[config.mk]
export PLATFORM = sky130hd
export DESIGN_NAME = cie_exec_core
export DESIGN_NICKNAME = d
export VERILOG_FILES = /design/src/logic/cie_pkg.sv /design/src/logic/cie_exec_core.sv /design/src/logic/cie_file_mem.sv
export SDC_FILE = /design/constraint.sdc
export NUM_CORES = 1
export LEC_CHECK = 0
export ABC_AREA = 1
export ABC_CLOCK_PERIOD_IN_PS = 3600
export BUFFER_PORTS_ARGS = -buffer_cell sky130_fd_sc_hd__buf_2
export CORE_ASPECT_RATIO = 1.5
export CORE_UTILIZATION = 45
export DETAILED_ROUTE_END_ITERATION = 8
export GPL_ROUTABILITY_DRIVEN = 0
export PLACE_DENSITY = 0.63
export SYNTH_ARGS = -nofsm -noshare
export SYNTH_HDL_FRONTEND = slang
export SYNTH_HIERARCHICAL = 1
export SYNTH_SLANG_ARGS = --single-unit
[constraint.sdc]
create_clock -name aclk -period 3.6 [get_ports aclk]
set_input_delay 0.36 -clock aclk [delete_from_list [all_inputs] [get_ports aclk]]
set_output_delay 0.36 -clock aclk [all_outputs]
set_load 0.03 [all_outputs]
[src/logic/cie_pkg.sv]
// package: offsets, field positions, encodings and types of the instruction execute block
`default_nettype none
package cie_pkg;

	localparam int unsigned ADDR_W     = 8;
	localparam int unsigned PC_W       = 11;
	localparam int unsigned FADDR_W    = 5;
	localparam int unsigned FILE_REGS  = 32;

	localparam logic [7:0] OFF_INSTR   = 8'h00;
	localparam logic [7:0] OFF_ACC     = 8'h04;
	localparam logic [7:0] OFF_STATUS  = 8'h08;
	localparam logic [7:0] OFF_PC      = 8'h0C;
	localparam logic [7:0] OFF_STACK1  = 8'h10;
	localparam logic [7:0] OFF_STACK2  = 8'h14;
	localparam logic [7:0] OFF_WDT     = 8'h18;
	localparam logic [7:0] OFF_CYCLES  = 8'h1C;
	localparam logic [7:0] OFF_FILE    = 8'h80;

	localparam int unsigned ST_ZERO_BIT     = 2;
	localparam int unsigned ST_SLEEP_BIT    = 3;
	localparam int unsigned ST_EXPIRY_BIT   = 4;
	localparam int unsigned ST_PAGE_LO      = 5;
	localparam int unsigned ST_PAGE_HI      = 6;
	localparam int unsigned WDT_PSA_BIT     = 16;

	localparam logic [PC_W-1:0] PC_RESET     = 11'h7FF;
	localparam logic [7:0]      STATUS_RESET = 8'h18;
	localparam logic [7:0]      ACC_RESET    = 8'h00;
	localparam logic            PSA_RESET    = 1'b1;

	localparam logic [3:0]  ENC_JUMP_HI      = 4'h9;
	localparam logic [6:0]  ENC_ZERO_FILE_HI = 7'h03;
	localparam logic [11:0] ENC_ACC_CLEAR    = 12'h040;
	localparam logic [11:0] ENC_WDT_KICK     = 12'h004;
	localparam logic [5:0]  ENC_INVERT_HI    = 6'h09;
	localparam logic [5:0]  ENC_DEC_HI       = 6'h03;
	localparam logic [5:0]  ENC_DEC_SKIP_HI  = 6'h0B;

	localparam logic [1:0] RESP_OKAY   = 2'h0;
	localparam logic [1:0] RESP_SLVERR = 2'h2;

	typedef enum logic [2:0]
	{
		ST_IDLE  = 3'b001,
		ST_EXEC  = 3'b010,
		ST_JUMP2 = 3'b100
	} cie_state_t;

	typedef enum logic [3:0]
	{
		OP_NOP       = 4'h0,
		OP_SUB_JUMP  = 4'h1,
		OP_ZERO_FILE = 4'h2,
		OP_ACC_CLEAR = 4'h3,
		OP_WDT_KICK  = 4'h4,
		OP_INVERT    = 4'h5,
		OP_DEC       = 4'h6,
		OP_DEC_SKIP  = 4'h7
	} cie_op_t;

	typedef struct packed
	{
		cie_op_t              op;
		logic                 dest;
		logic [FADDR_W-1:0]   faddr;
		logic [7:0]           lit;
	} cie_instr_t;

	function automatic cie_instr_t cie_decode(input logic [11:0] code);
		cie_instr_t d;
		d.dest  = code[5];
		d.faddr = code[4:0];
		d.lit   = code[7:0];
		if (code[11:8] == ENC_JUMP_HI)
			d.op = OP_SUB_JUMP;
		else if (code[11:5] == ENC_ZERO_FILE_HI)
			d.op = OP_ZERO_FILE;
		else if (code == ENC_ACC_CLEAR)
			d.op = OP_ACC_CLEAR;
		else if (code == ENC_WDT_KICK)
			d.op = OP_WDT_KICK;
		else if (code[11:6] == ENC_INVERT_HI)
			d.op = OP_INVERT;
		else if (code[11:6] == ENC_DEC_HI)
			d.op = OP_DEC;
		else if (code[11:6] == ENC_DEC_SKIP_HI)
			d.op = OP_DEC_SKIP;
		else
			d.op = OP_NOP;
		return d;
	endfunction

endpackage
`default_nettype wire

[src/logic/cie_exec_core.sv]
// module: instruction execute subset with an AXI4-Lite register slave
`timescale 1ns/1ps
`default_nettype none
module cie_exec_core
	import cie_pkg::*;
(
	input  wire logic              aclk,
	input  wire logic              aresetn,
	input  wire logic [ADDR_W-1:0] awaddr,
	input  wire logic [2:0]        awprot,
	input  wire logic              awvalid,
	output logic                   awready,
	input  wire logic [31:0]       wdata,
	input  wire logic [3:0]        wstrb,
	input  wire logic              wvalid,
	output logic                   wready,
	output logic      [1:0]        bresp,
	output logic                   bvalid,
	input  wire logic              bready,
	input  wire logic [ADDR_W-1:0] araddr,
	input  wire logic [2:0]        arprot,
	input  wire logic              arvalid,
	output logic                   arready,
	output logic      [31:0]       rdata,
	output logic      [1:0]        rresp,
	output logic                   rvalid,
	input  wire logic              rready
);

	cie_state_t         state;
	cie_instr_t         cur;
	logic [7:0]         acc, status, wdt_count, wdt_presc, mem_wdata, mem_rdata, result;
	logic [PC_W-1:0]    pc, stack1, stack2;
	logic [31:0]        cycles, rd_mux;
	logic [11:0]        last_instr;
	logic [FADDR_W-1:0] mem_addr;
	logic               wdt_psa, skip_pend, rd_pend, mem_we, res_zero, rd_ok;
	logic               exec, exec_jump, file_op, wr_go, rd_go, wr_instr, wr_file;

	function automatic logic is_file(input logic [ADDR_W-1:0] a);
		return (a[7] == OFF_FILE[7]) && (a[1:0] == 2'h0);
	endfunction

	function automatic logic [31:0] merge(input logic [31:0] old, input logic [31:0] nw,
		input logic [3:0] strb);
		logic [31:0] m;
		m = old;
		for (int i = 0; i < 4; i++)
			if (strb[i])
				m[i*8 +: 8] = nw[i*8 +: 8];
		return m;
	endfunction

	function automatic logic sw_hit(input logic go, input logic [ADDR_W-1:0] a,
		input logic [ADDR_W-1:0] off);
		return go && (a == off);
	endfunction

	cie_file_mem
	#(
		.DEPTH  (FILE_REGS),
		.WIDTH  (8),
		.ADDR_W (FADDR_W)
	)
	u_mem
	(
		.aclk    (aclk),
		.aresetn (aresetn),
		.we      (mem_we),
		.addr    (mem_addr),
		.wdata   (mem_wdata),
		.rdata   (mem_rdata)
	);

	assign wr_go     = awready && awvalid && wvalid;
	assign rd_go     = arready && arvalid;
	assign wr_instr  = sw_hit(wr_go, awaddr, OFF_INSTR);
	assign wr_file   = wr_go && is_file(awaddr);
	assign exec      = (state == ST_EXEC);
	assign exec_jump = exec && (cur.op == OP_SUB_JUMP);
	assign file_op   = (cur.op == OP_INVERT) || (cur.op == OP_DEC) || (cur.op == OP_DEC_SKIP);
	assign res_zero  = (result == 8'h00);

	always_comb
	begin
		case (cur.op)
			OP_INVERT:   result = ~mem_rdata;
			OP_DEC:      result = 8'(mem_rdata - 8'h01);
			OP_DEC_SKIP: result = 8'(mem_rdata - 8'h01);
			default:     result = 8'h00;
		endcase
	end

	// one memory port: core owns it while executing, the bus only when idle
	always_comb
	begin
		mem_we    = 1'b0;
		mem_addr  = cur.faddr;
		mem_wdata = result;
		if (exec)
			mem_we = (cur.op == OP_ZERO_FILE) || (file_op && cur.dest);
		else if (wr_instr)
			mem_addr = wdata[FADDR_W-1:0];
		else if (wr_file)
		begin
			mem_we    = wstrb[0];
			mem_addr  = awaddr[FADDR_W+1:2];
			mem_wdata = wdata[7:0];
		end
		else if (rd_go)
			mem_addr = araddr[FADDR_W+1:2];
	end

	// fetch, execute and the second cycle of a subroutine jump
	always_ff @(posedge aclk)
	begin
		if (!aresetn)
		begin
			state      <= ST_IDLE;
			cur        <= '0;
			skip_pend  <= 1'b0;
			last_instr <= 12'h000;
		end
		else
		begin
			case (state)
				ST_IDLE:
					if (wr_instr)
					begin
						state      <= ST_EXEC;
						last_instr <= wdata[11:0];
						skip_pend  <= 1'b0;
						// a pending skip turns the fetched word into a no-op
						cur <= skip_pend ? cie_instr_t'('0) : cie_decode(wdata[11:0]);
					end
				ST_EXEC:
				begin
					state <= (cur.op == OP_SUB_JUMP) ? ST_JUMP2 : ST_IDLE;
					if (cur.op == OP_DEC_SKIP && res_zero)
						skip_pend <= 1'b1;
				end
				ST_JUMP2:
					state <= ST_IDLE;
				default:
					state <= ST_IDLE;
			endcase
		end
	end

	always_ff @(posedge aclk)
	begin
		if (!aresetn)
			cycles <= 32'h0000_0000;
		else if (exec || state == ST_JUMP2)
			cycles <= cycles + 32'h0000_0001;
	end

	always_ff @(posedge aclk)
	begin
		if (!aresetn)
			acc <= ACC_RESET;
		else if (exec && cur.op == OP_ACC_CLEAR)
			acc <= 8'h00;
		else if (exec && file_op && !cur.dest)
			acc <= result;
		else if (sw_hit(wr_go, awaddr, OFF_ACC))
			acc <= 8'(merge({24'h0, acc}, wdata, wstrb));
	end

	always_ff @(posedge aclk)
	begin
		if (!aresetn)
			status <= STATUS_RESET;
		else if (exec)
		begin
			case (cur.op)
				OP_ZERO_FILE, OP_ACC_CLEAR:
					status[ST_ZERO_BIT] <= 1'b1;
				OP_INVERT, OP_DEC:
					status[ST_ZERO_BIT] <= res_zero;
				OP_WDT_KICK:
				begin
					status[ST_EXPIRY_BIT] <= 1'b1;
					status[ST_SLEEP_BIT]  <= 1'b1;
				end
				default:
					status <= status;
			endcase
		end
		else if (sw_hit(wr_go, awaddr, OFF_STATUS))
			status <= 8'(merge({24'h0, status}, wdata, wstrb));
	end

	always_ff @(posedge aclk)
	begin
		if (!aresetn)
		begin
			pc     <= PC_RESET;
			stack1 <= '0;
			stack2 <= '0;
		end
		else if (exec_jump)
		begin
			stack2 <= stack1;
			stack1 <= PC_W'(pc + 11'h001);
			pc     <= {status[ST_PAGE_HI:ST_PAGE_LO], 1'b0, cur.lit};
		end
		else if (exec)
			pc <= PC_W'(pc + 11'h001);
		else if (sw_hit(wr_go, awaddr, OFF_PC))
			pc <= PC_W'(merge({21'h0, pc}, wdata, wstrb));
	end

	// prescaler, when assigned, divides the watchdog count by 256
	always_ff @(posedge aclk)
	begin
		if (!aresetn)
		begin
			wdt_count <= 8'h00;
			wdt_presc <= 8'h00;
			wdt_psa   <= PSA_RESET;
		end
		else
		begin
			if (sw_hit(wr_go, awaddr, OFF_WDT) && wstrb[2])
				wdt_psa <= wdata[WDT_PSA_BIT];
			if (exec && cur.op == OP_WDT_KICK)
				wdt_count <= 8'h00;
			else if (!wdt_psa || wdt_presc == 8'hFF)
				wdt_count <= 8'(wdt_count + 8'h01);
			// the timer side keeps its prescaler running through a kick
			if (exec && cur.op == OP_WDT_KICK && wdt_psa)
				wdt_presc <= 8'h00;
			else
				wdt_presc <= 8'(wdt_presc + 8'h01);
		end
	end

	// write channel: address and data are taken together, one write at a time
	always_ff @(posedge aclk)
	begin
		if (!aresetn)
		begin
			awready <= 1'b0;
			wready  <= 1'b0;
			bvalid  <= 1'b0;
			bresp   <= RESP_OKAY;
		end
		else
		begin
			awready <= awvalid && wvalid && !awready && !bvalid && state == ST_IDLE && !arready;
			wready  <= awvalid && wvalid && !awready && !bvalid && state == ST_IDLE && !arready;
			if (wr_go)
			begin
				bvalid <= 1'b1;
				bresp  <= (awaddr[1:0] == 2'h0 && (awaddr <= OFF_CYCLES || is_file(awaddr))) ?
					RESP_OKAY : RESP_SLVERR;
			end
			else if (bready)
				bvalid <= 1'b0;
		end
	end

	always_comb
	begin
		rd_ok  = 1'b1;
		rd_mux = 32'h0000_0000;
		case (araddr)
			OFF_INSTR:  rd_mux = {20'h0, last_instr};
			OFF_ACC:    rd_mux = {24'h0, acc};
			OFF_STATUS: rd_mux = {24'h0, status};
			OFF_PC:     rd_mux = {21'h0, pc};
			OFF_STACK1: rd_mux = {21'h0, stack1};
			OFF_STACK2: rd_mux = {21'h0, stack2};
			OFF_WDT:    rd_mux = {15'h0, wdt_psa, wdt_presc, wdt_count};
			OFF_CYCLES: rd_mux = cycles;
			default:    rd_ok  = is_file(araddr);
		endcase
	end

	// file reads wait one cycle for the registered memory output
	always_ff @(posedge aclk)
	begin
		if (!aresetn)
		begin
			arready <= 1'b0;
			rd_pend <= 1'b0;
			rvalid  <= 1'b0;
			rresp   <= RESP_OKAY;
			rdata   <= 32'h0000_0000;
		end
		else
		begin
			arready <= arvalid && !arready && !rvalid && !rd_pend && state == ST_IDLE &&
				!awready && !(awvalid && wvalid);
			rd_pend <= rd_go && is_file(araddr);
			if (rd_go && !is_file(araddr))
			begin
				rvalid <= 1'b1;
				rdata  <= rd_mux;
				rresp  <= rd_ok ? RESP_OKAY : RESP_SLVERR;
			end
			else if (rd_pend)
			begin
				rvalid <= 1'b1;
				rdata  <= {24'h0, mem_rdata};
				rresp  <= RESP_OKAY;
			end
			else if (rready)
				rvalid <= 1'b0;
		end
	end

	a_jump_low_pc: assert property (@(posedge aclk) disable iff (!aresetn)
		exec_jump |=> pc[7:0] == $past(cur.lit))
		else $error("jump did not load the literal into the low counter bits");
	a_jump_page_bits: assert property (@(posedge aclk) disable iff (!aresetn)
		exec_jump |=> pc[10:9] == $past(status[6:5]) && !pc[8] && status == $past(status))
		else $error("jump page bits or status wrong");
	a_jump_push_len: assert property (@(posedge aclk) disable iff (!aresetn)
		exec_jump |=> stack1 == PC_W'($past(pc) + 11'h001) && state == ST_JUMP2 ##1
		state == ST_IDLE)
		else $error("jump push or two-cycle length wrong");
	a_stack_shift: assert property (@(posedge aclk) disable iff (!aresetn)
		exec_jump |=> stack2 == $past(stack1))
		else $error("stack level two not loaded from level one");
	a_zero_file: assert property (@(posedge aclk) disable iff (!aresetn)
		exec && cur.op == OP_ZERO_FILE |-> mem_we && mem_wdata == 8'h00 && mem_addr == cur.faddr
		##1 status[2] && state == ST_IDLE)
		else $error("file zeroing did not clear register or set zero flag");
	a_acc_clear: assert property (@(posedge aclk) disable iff (!aresetn)
		exec && cur.op == OP_ACC_CLEAR |=> acc == 8'h00 && status[2] && state == ST_IDLE)
		else $error("accumulator clear wrong");
	a_wdt_kick: assert property (@(posedge aclk) disable iff (!aresetn)
		exec && cur.op == OP_WDT_KICK |=> wdt_count == 8'h00 &&
		wdt_presc == ($past(wdt_psa) ? 8'h00 : 8'($past(wdt_presc) + 8'h01)))
		else $error("watchdog kick did not clear counter or prescaler correctly");
	a_kick_flags: assert property (@(posedge aclk) disable iff (!aresetn)
		exec && cur.op == OP_WDT_KICK |=> status[4] && status[3])
		else $error("watchdog kick flags not set");
	a_invert_route: assert property (@(posedge aclk) disable iff (!aresetn)
		exec && cur.op == OP_INVERT && !cur.dest |-> !mem_we ##1 acc == ~$past(mem_rdata) &&
		status[2] == ($past(mem_rdata) == 8'hFF))
		else $error("invert to accumulator wrong");
	a_dec_zero: assert property (@(posedge aclk) disable iff (!aresetn)
		exec && cur.op == OP_DEC |=> status[2] == ($past(mem_rdata) == 8'h01))
		else $error("decrement zero flag wrong");
	a_skip_flags: assert property (@(posedge aclk) disable iff (!aresetn)
		exec && cur.op == OP_DEC_SKIP |=> status == $past(status) &&
		skip_pend == ($past(mem_rdata) == 8'h01))
		else $error("decrement skip touched status or skip state wrong");
	a_skip_discard: assert property (@(posedge aclk) disable iff (!aresetn)
		wr_instr && skip_pend |=> cur.op == OP_NOP && !skip_pend)
		else $error("fetched instruction not discarded after skip");

endmodule
`default_nettype wire

[src/logic/cie_file_mem.sv]
// module: file register storage with registered read data
`timescale 1ns/1ps
`default_nettype none
module cie_file_mem
#(
	parameter int unsigned DEPTH  = 32,
	parameter int unsigned WIDTH  = 8,
	parameter int unsigned ADDR_W = 5
)
(
	input  wire logic              aclk,
	input  wire logic              aresetn,
	input  wire logic              we,
	input  wire logic [ADDR_W-1:0] addr,
	input  wire logic [WIDTH-1:0]  wdata,
	output logic      [WIDTH-1:0]  rdata
);

	logic [WIDTH-1:0] mem [DEPTH];

	// contents are not reset: software preloads what a test needs
	always_ff @(posedge aclk)
	begin
		if (we)
			mem[addr] <= wdata;
	end

	always_ff @(posedge aclk)
	begin
		if (!aresetn)
			rdata <= '0;
		else
			rdata <= mem[addr];
	end

endmodule
`default_nettype wire

After elaboration in Yosys (flattened, before gate mapping)
Memories as Yosys holds them, arrays and structs flattened. A register that Yosys moved wholly into a read port is not among the register bits.
Cells that the tools add are included.

word-level totals
  bits in registers = 173
  memory bits (writable) = 256
  output and inout port bits = 41
  logic and storage cells = 203
  memories = 1

memories
  memory     words  bits a word  read ports  clocked after memory_dff  wr ports  line                source
  u_mem.mem  32     8            1           1                         1         cie_file_mem.sv:19  logic [WIDTH-1:0] mem [DEPTH];

operators by class
  $add $sub $neg = 5
  $lt $le $gt $ge = 1
  equal/unequal tests = 33
  mux-type cells = 52
  bitwise gates (word level) = 3
  reduce and logical (&&, ||, !) cells = 81

operators with widths
  cell                     count
  $pmux W32 S8             1
  $mux W32                 2
  $mux W8                  6
  $eq A8 B5 Y1 const B     5
  $mux W5                  7
  $logic_and A1 B1 Y1      34
  $mux W11                 3
  $add A32 B1 Y32 const B  1
  $eq A8 B4 Y1 const B     4
  $mux W3                  10
  $logic_not A8 Y1         3
  $mux W17                 1
  $add A8 B1 Y8 const B    2
  $eq A4 B3 Y1 const B     4
  $eq A8 B3 Y1 const B     2
  $pmux W8 S2              1
  $reduce_bool A2 Y1       7
  $mux W1                  13
  $eq A12 B3 Y1 const B    1
  $eq A12 B7 Y1 const B    1
  $eq A6 B4 Y1 const B     2
  $reduce_and A3 Y1        4
  $reduce_bool A3 Y1       4
  $reduce_or A2 Y1         6
  other kinds (25)         51

Depth between registers and ports, before layout
  word-level depth = 9
  mapped depth = 22

Hierarchy
The synthesis kept the hierarchy.

modules (own cells, without submodules)
  module         times used  cells an instance  area each (um^2)
  cie_file_mem   1           1,049              11,008.1
  cie_exec_core  1           1,301              8,655.8

Least setup slack after synthesis
No wires, ideal clock.

  path type = register -> register
  start point = register, netlist name wready
  end point = memory u_mem.mem[0][2], data pin
  data arrival time = 2.722 ns
  setup slack = 0.424 ns
  stages on the path, launching flop included = 7
  path buffers = 0
  cell sequence = dfxtp_1 -> nand3_2 -> nor3_2 -> inv_2 -> nor2_2 -> inv_2 -> o21ai_0

RTL lines
  element           line
  end: declaration  cie_file_mem.sv:19

Worst setup path after layout
  start point = register state[1]
  end point = memory u_mem.mem[30][3] (enable)

on the way
  elaborated cells on any way between the ends = 5
  classes of those cells = 1 x eq/ne; 4 x mux

RTL lines
  element                   line                  source
  start: declaration        cie_exec_core.sv:30   cie_state_t state;
  start signal: assignment  cie_exec_core.sv:138  state <= (cur.op == OP_SUB_JUMP) ? ST_JUMP2 : ST_IDLE;
  $eq A3 B2 Y1              cie_exec_core.sv:79   assign exec = (state == ST_EXEC);
  $mux W5                   cie_exec_core.sv:100  if (exec)
  named net mem_addr[3]     cie_exec_core.sv:36   logic [FADDR_W-1:0] mem_addr;

The timed path passes the listed nets, and every way through them passes these cells.

==> metrics.txt <==
status=completed; met3 routed WL=roughly 2700 µm; slowest cell on the critical path=o21ai_0; min-delay src=wdata[16]; Yosys Warn Count=6; PostCTS Resize Cnt=0; drt first pass iters=6; #FFs+latches synth=428; Fmax=0.2940 GHz; most used cell, CP=inv_1; Starting DRT DRC Count=1248; Worst Max-Slew Pin Slew=1.209 ns; final setup violation count=0; via count of the routed design=~16000; CTS tree=yes; Slew Limit Fails=0; first-pass GRT wire length=82950 µm; share of post-route cells with drive strength above 1=a little under an eighth; CORE AREA=around 43000 µm²; Die H=between 200 and 300 µm; RR Startpoint=state[1]$_SDFFE_PN0P_; pwr dens=between 400 and 500 nW/µm²; Post-synth EDFFs=256; Nets=approximately 2500; Top Layer Used=met4; count leader, synth=nand2_1; crit-path cells=nand3_1, o21ai_0, inv_1, nor3_4, inv_1, nor2_1, buf_4; largest area contributor in the netlist=edfxtp_1; WP buf/inv=3; DR WL met2=approximately 27000 µm; FILL cells=between 4000 and 5000; Die X=approximately 170 µm; Fin Clk Skew=0.02050 ns; max cap viols=0; Syn Inst Count=~2400; M1 WL=about 20000 µm; worst setup path class=flip-flop to flip-flop; Setup Buffers After CTS=0; Synth Cell Area=19660 µm²; CTS root buf=clkbuf_16; crit path from=state[1]$_SDFFE_PN0P_; minimum clock period=3.401 ns; synth unique cells=46; overall routing resource usage=23.74%; I/O pin total=between 100 and 150; Post-DRT Antenna Nets=0; Max Buffers Root-to-Sink=3; Max-slew headroom=18.57%; H-tree depth=2; crit-path leading delay family=compound AO/OA/AOI/OAI gates; clk_lat worst skew=approximately 0.56 ns; maximum fanout along the worst path=9; Synth top cells by count=nand2_1, edfxtp_1, dfxtp_1; CP required=~3.9 ns; DR vias/cell=5.253; port bufs=between 70 and 80; grt ovf=0; Ant. Diodes=0; largest net degree at the start of global routing=68; initial antenna violation count=0; Post-DP HPWL=~37000 µm; Syn Area/Cell=8.368 µm²; Worst-path clk slew=0.06 ns; setup TNS=0 ns; Power, Total=a little under 10 mW; fraction of registers with async set or reset after synthesis=0%; Slowest Stage Delay on Critical Path=1.06 ns; Critical Path End Type=flip-flop; sequential area share after synthesis=a little under three fifths; Total Wirelength=52790 µm; Placed Area=between 20000 and 25000 µm²; worst hold path type=primary input to flip-flop; Static Leak=roughly 9.0 nW; cell row count=just over 90; Initial Utilization=45.67%; die area=roughly 45000 µm²; Post-CTS Hold Buffers=0; share of the synthesized area in the top cell type=39.09%; post-route cell area=22250 µm²; Layout area overhead=13.13%; Peak supply drop=about 0.00040 V; unrepaired setup endpoints after global routing=false; CP startpoint kind=flip-flop; arrival time at the worst endpoint=~3.7 ns; vias in the first global route=roughly 16000; Post-route DRC=0; WL/cell=17.29 µm; Final Hold Fails=0; clk sinks=428; final worst path period share=94.48%; CTS Buf Count=42; top post-synthesis cells by area=edfxtp_1, nand2_1, dfxtp_1; Most used DFF post-synth=edfxtp_1
-- tightest hold or removal path, cell delays in order --
cell,delay [ns]
buf_2,0.08
nand2_1,0.04
o211ai_1,0.07
-- final cells by class --
cell class / count / area (µm²) / share of cell area [%]
clock buffer: 57 / 1180 / 5.304
clock inverter: 18 / 182.7 / 0.8212
inverter: 195 / 733.2 / 3.296
multi-input combinational: 1637 / 7380 / 33.17
sequential: 428 / 11130 / 50.04
tap: 570 / 713.2 / 3.206
timing repair buffer: 149 / 925.9 / 4.162
-- cells in the final DEF, fill, tap and decap left out, drive strengths merged, types with 17 or more instances in the layout --
cell type / Yosys / final
nand2: 928 / 928
edfxtp: 256 / 256
inv: 193 / 192
dfxtp: 172 / 172
nor2: 157 / 157
buf: 65 / 149
o21ai: 125 / 125
a21oi: 119 / 119
nand3: 104 / 104
clkbuf: 26 / 57
o22ai: 51 / 51
nor3: 50 / 50
nand4: 25 / 25
clkinv: 2 / 17
-- power breakdown --
part | switching, mW | internal, mW | leakage (nW) | total (mW)
clock | 1.84 | 2.51 | 0.662 | 4.36
combinational | 0.259 | 0.0946 | 4.58 | 0.353
sequential | 0.0161 | 5.15 | 3.80 | 5.16
-- final timing paths --
path,end,slack [ns],cells after the start
max,u_mem/mem[30][3]$_DFFE_PP_,0.20,7
min,wdt_psa$_SDFFE_PN1P_,0.04,3
max reg2reg,u_mem/mem[30][3]$_DFFE_PP_,0.20,7
min reg2reg,wdt_presc[0]$_SDFF_PP0_,0.45,1
-- per-stage QoR --
stage          hold WS [ns]  std cells  setup slack [ns]  utilization [%]
3_3_place_gp         0.4284       2979            0.2891            48.50
4_1_cts             0.02083       3054            0.3183            51.67
3_5_place_dp         0.4458       2979            0.2349            48.50
6_report            0.04023       3054            0.1987            51.67
2_1_floorplan        0.4173       2351            0.4243                -
5_1_grt             0.05985       3054           0.08442            51.67
-- metal layers --
layer | vias to the layer above | GRT usage, %
met1 | 7431 | 26.12
met5 | - | 0
met3 | 149 | 3.269
met4 | 0 | 14.55
li1 | 7943 | -
met2 | 520 | 43.22
-- flip-flops by register name, summed over array words and instances (netlist names), 3 cells and up --
register	flops
stack2	11
cycles	32
cur	11
u_mem/rdata	8
status	8
rdata	32
wdt_presc	8
last_instr	12
state	3
acc	8
stack1	11
u_mem/mem	256
wdt_count	8
pc	11
-- cells by family (layout without fill, tap and decap cells) --
| group | count (synthesis) | count (layout) | synth area share (%) |
|---|---|---|---|
| and+or+nand+nor | 1284 | 1284 | 26.94 |
| DFF | 428 | 428 | 56.60 |
| AOI/OAI and AO/OA | 324 | 324 | 8.959 |
| buffers and inverters | 286 | 419 | 6.166 |
| xor gates and xnor gates | 21 | 21 | 0.9354 |
| adders and majority gates | 5 | 5 | 0.3181 |
| other | 1 | 2 | 0.01907 |
| muxes | 1 | 1 | 0.05726 |
(Power assumes the default switching activity.)
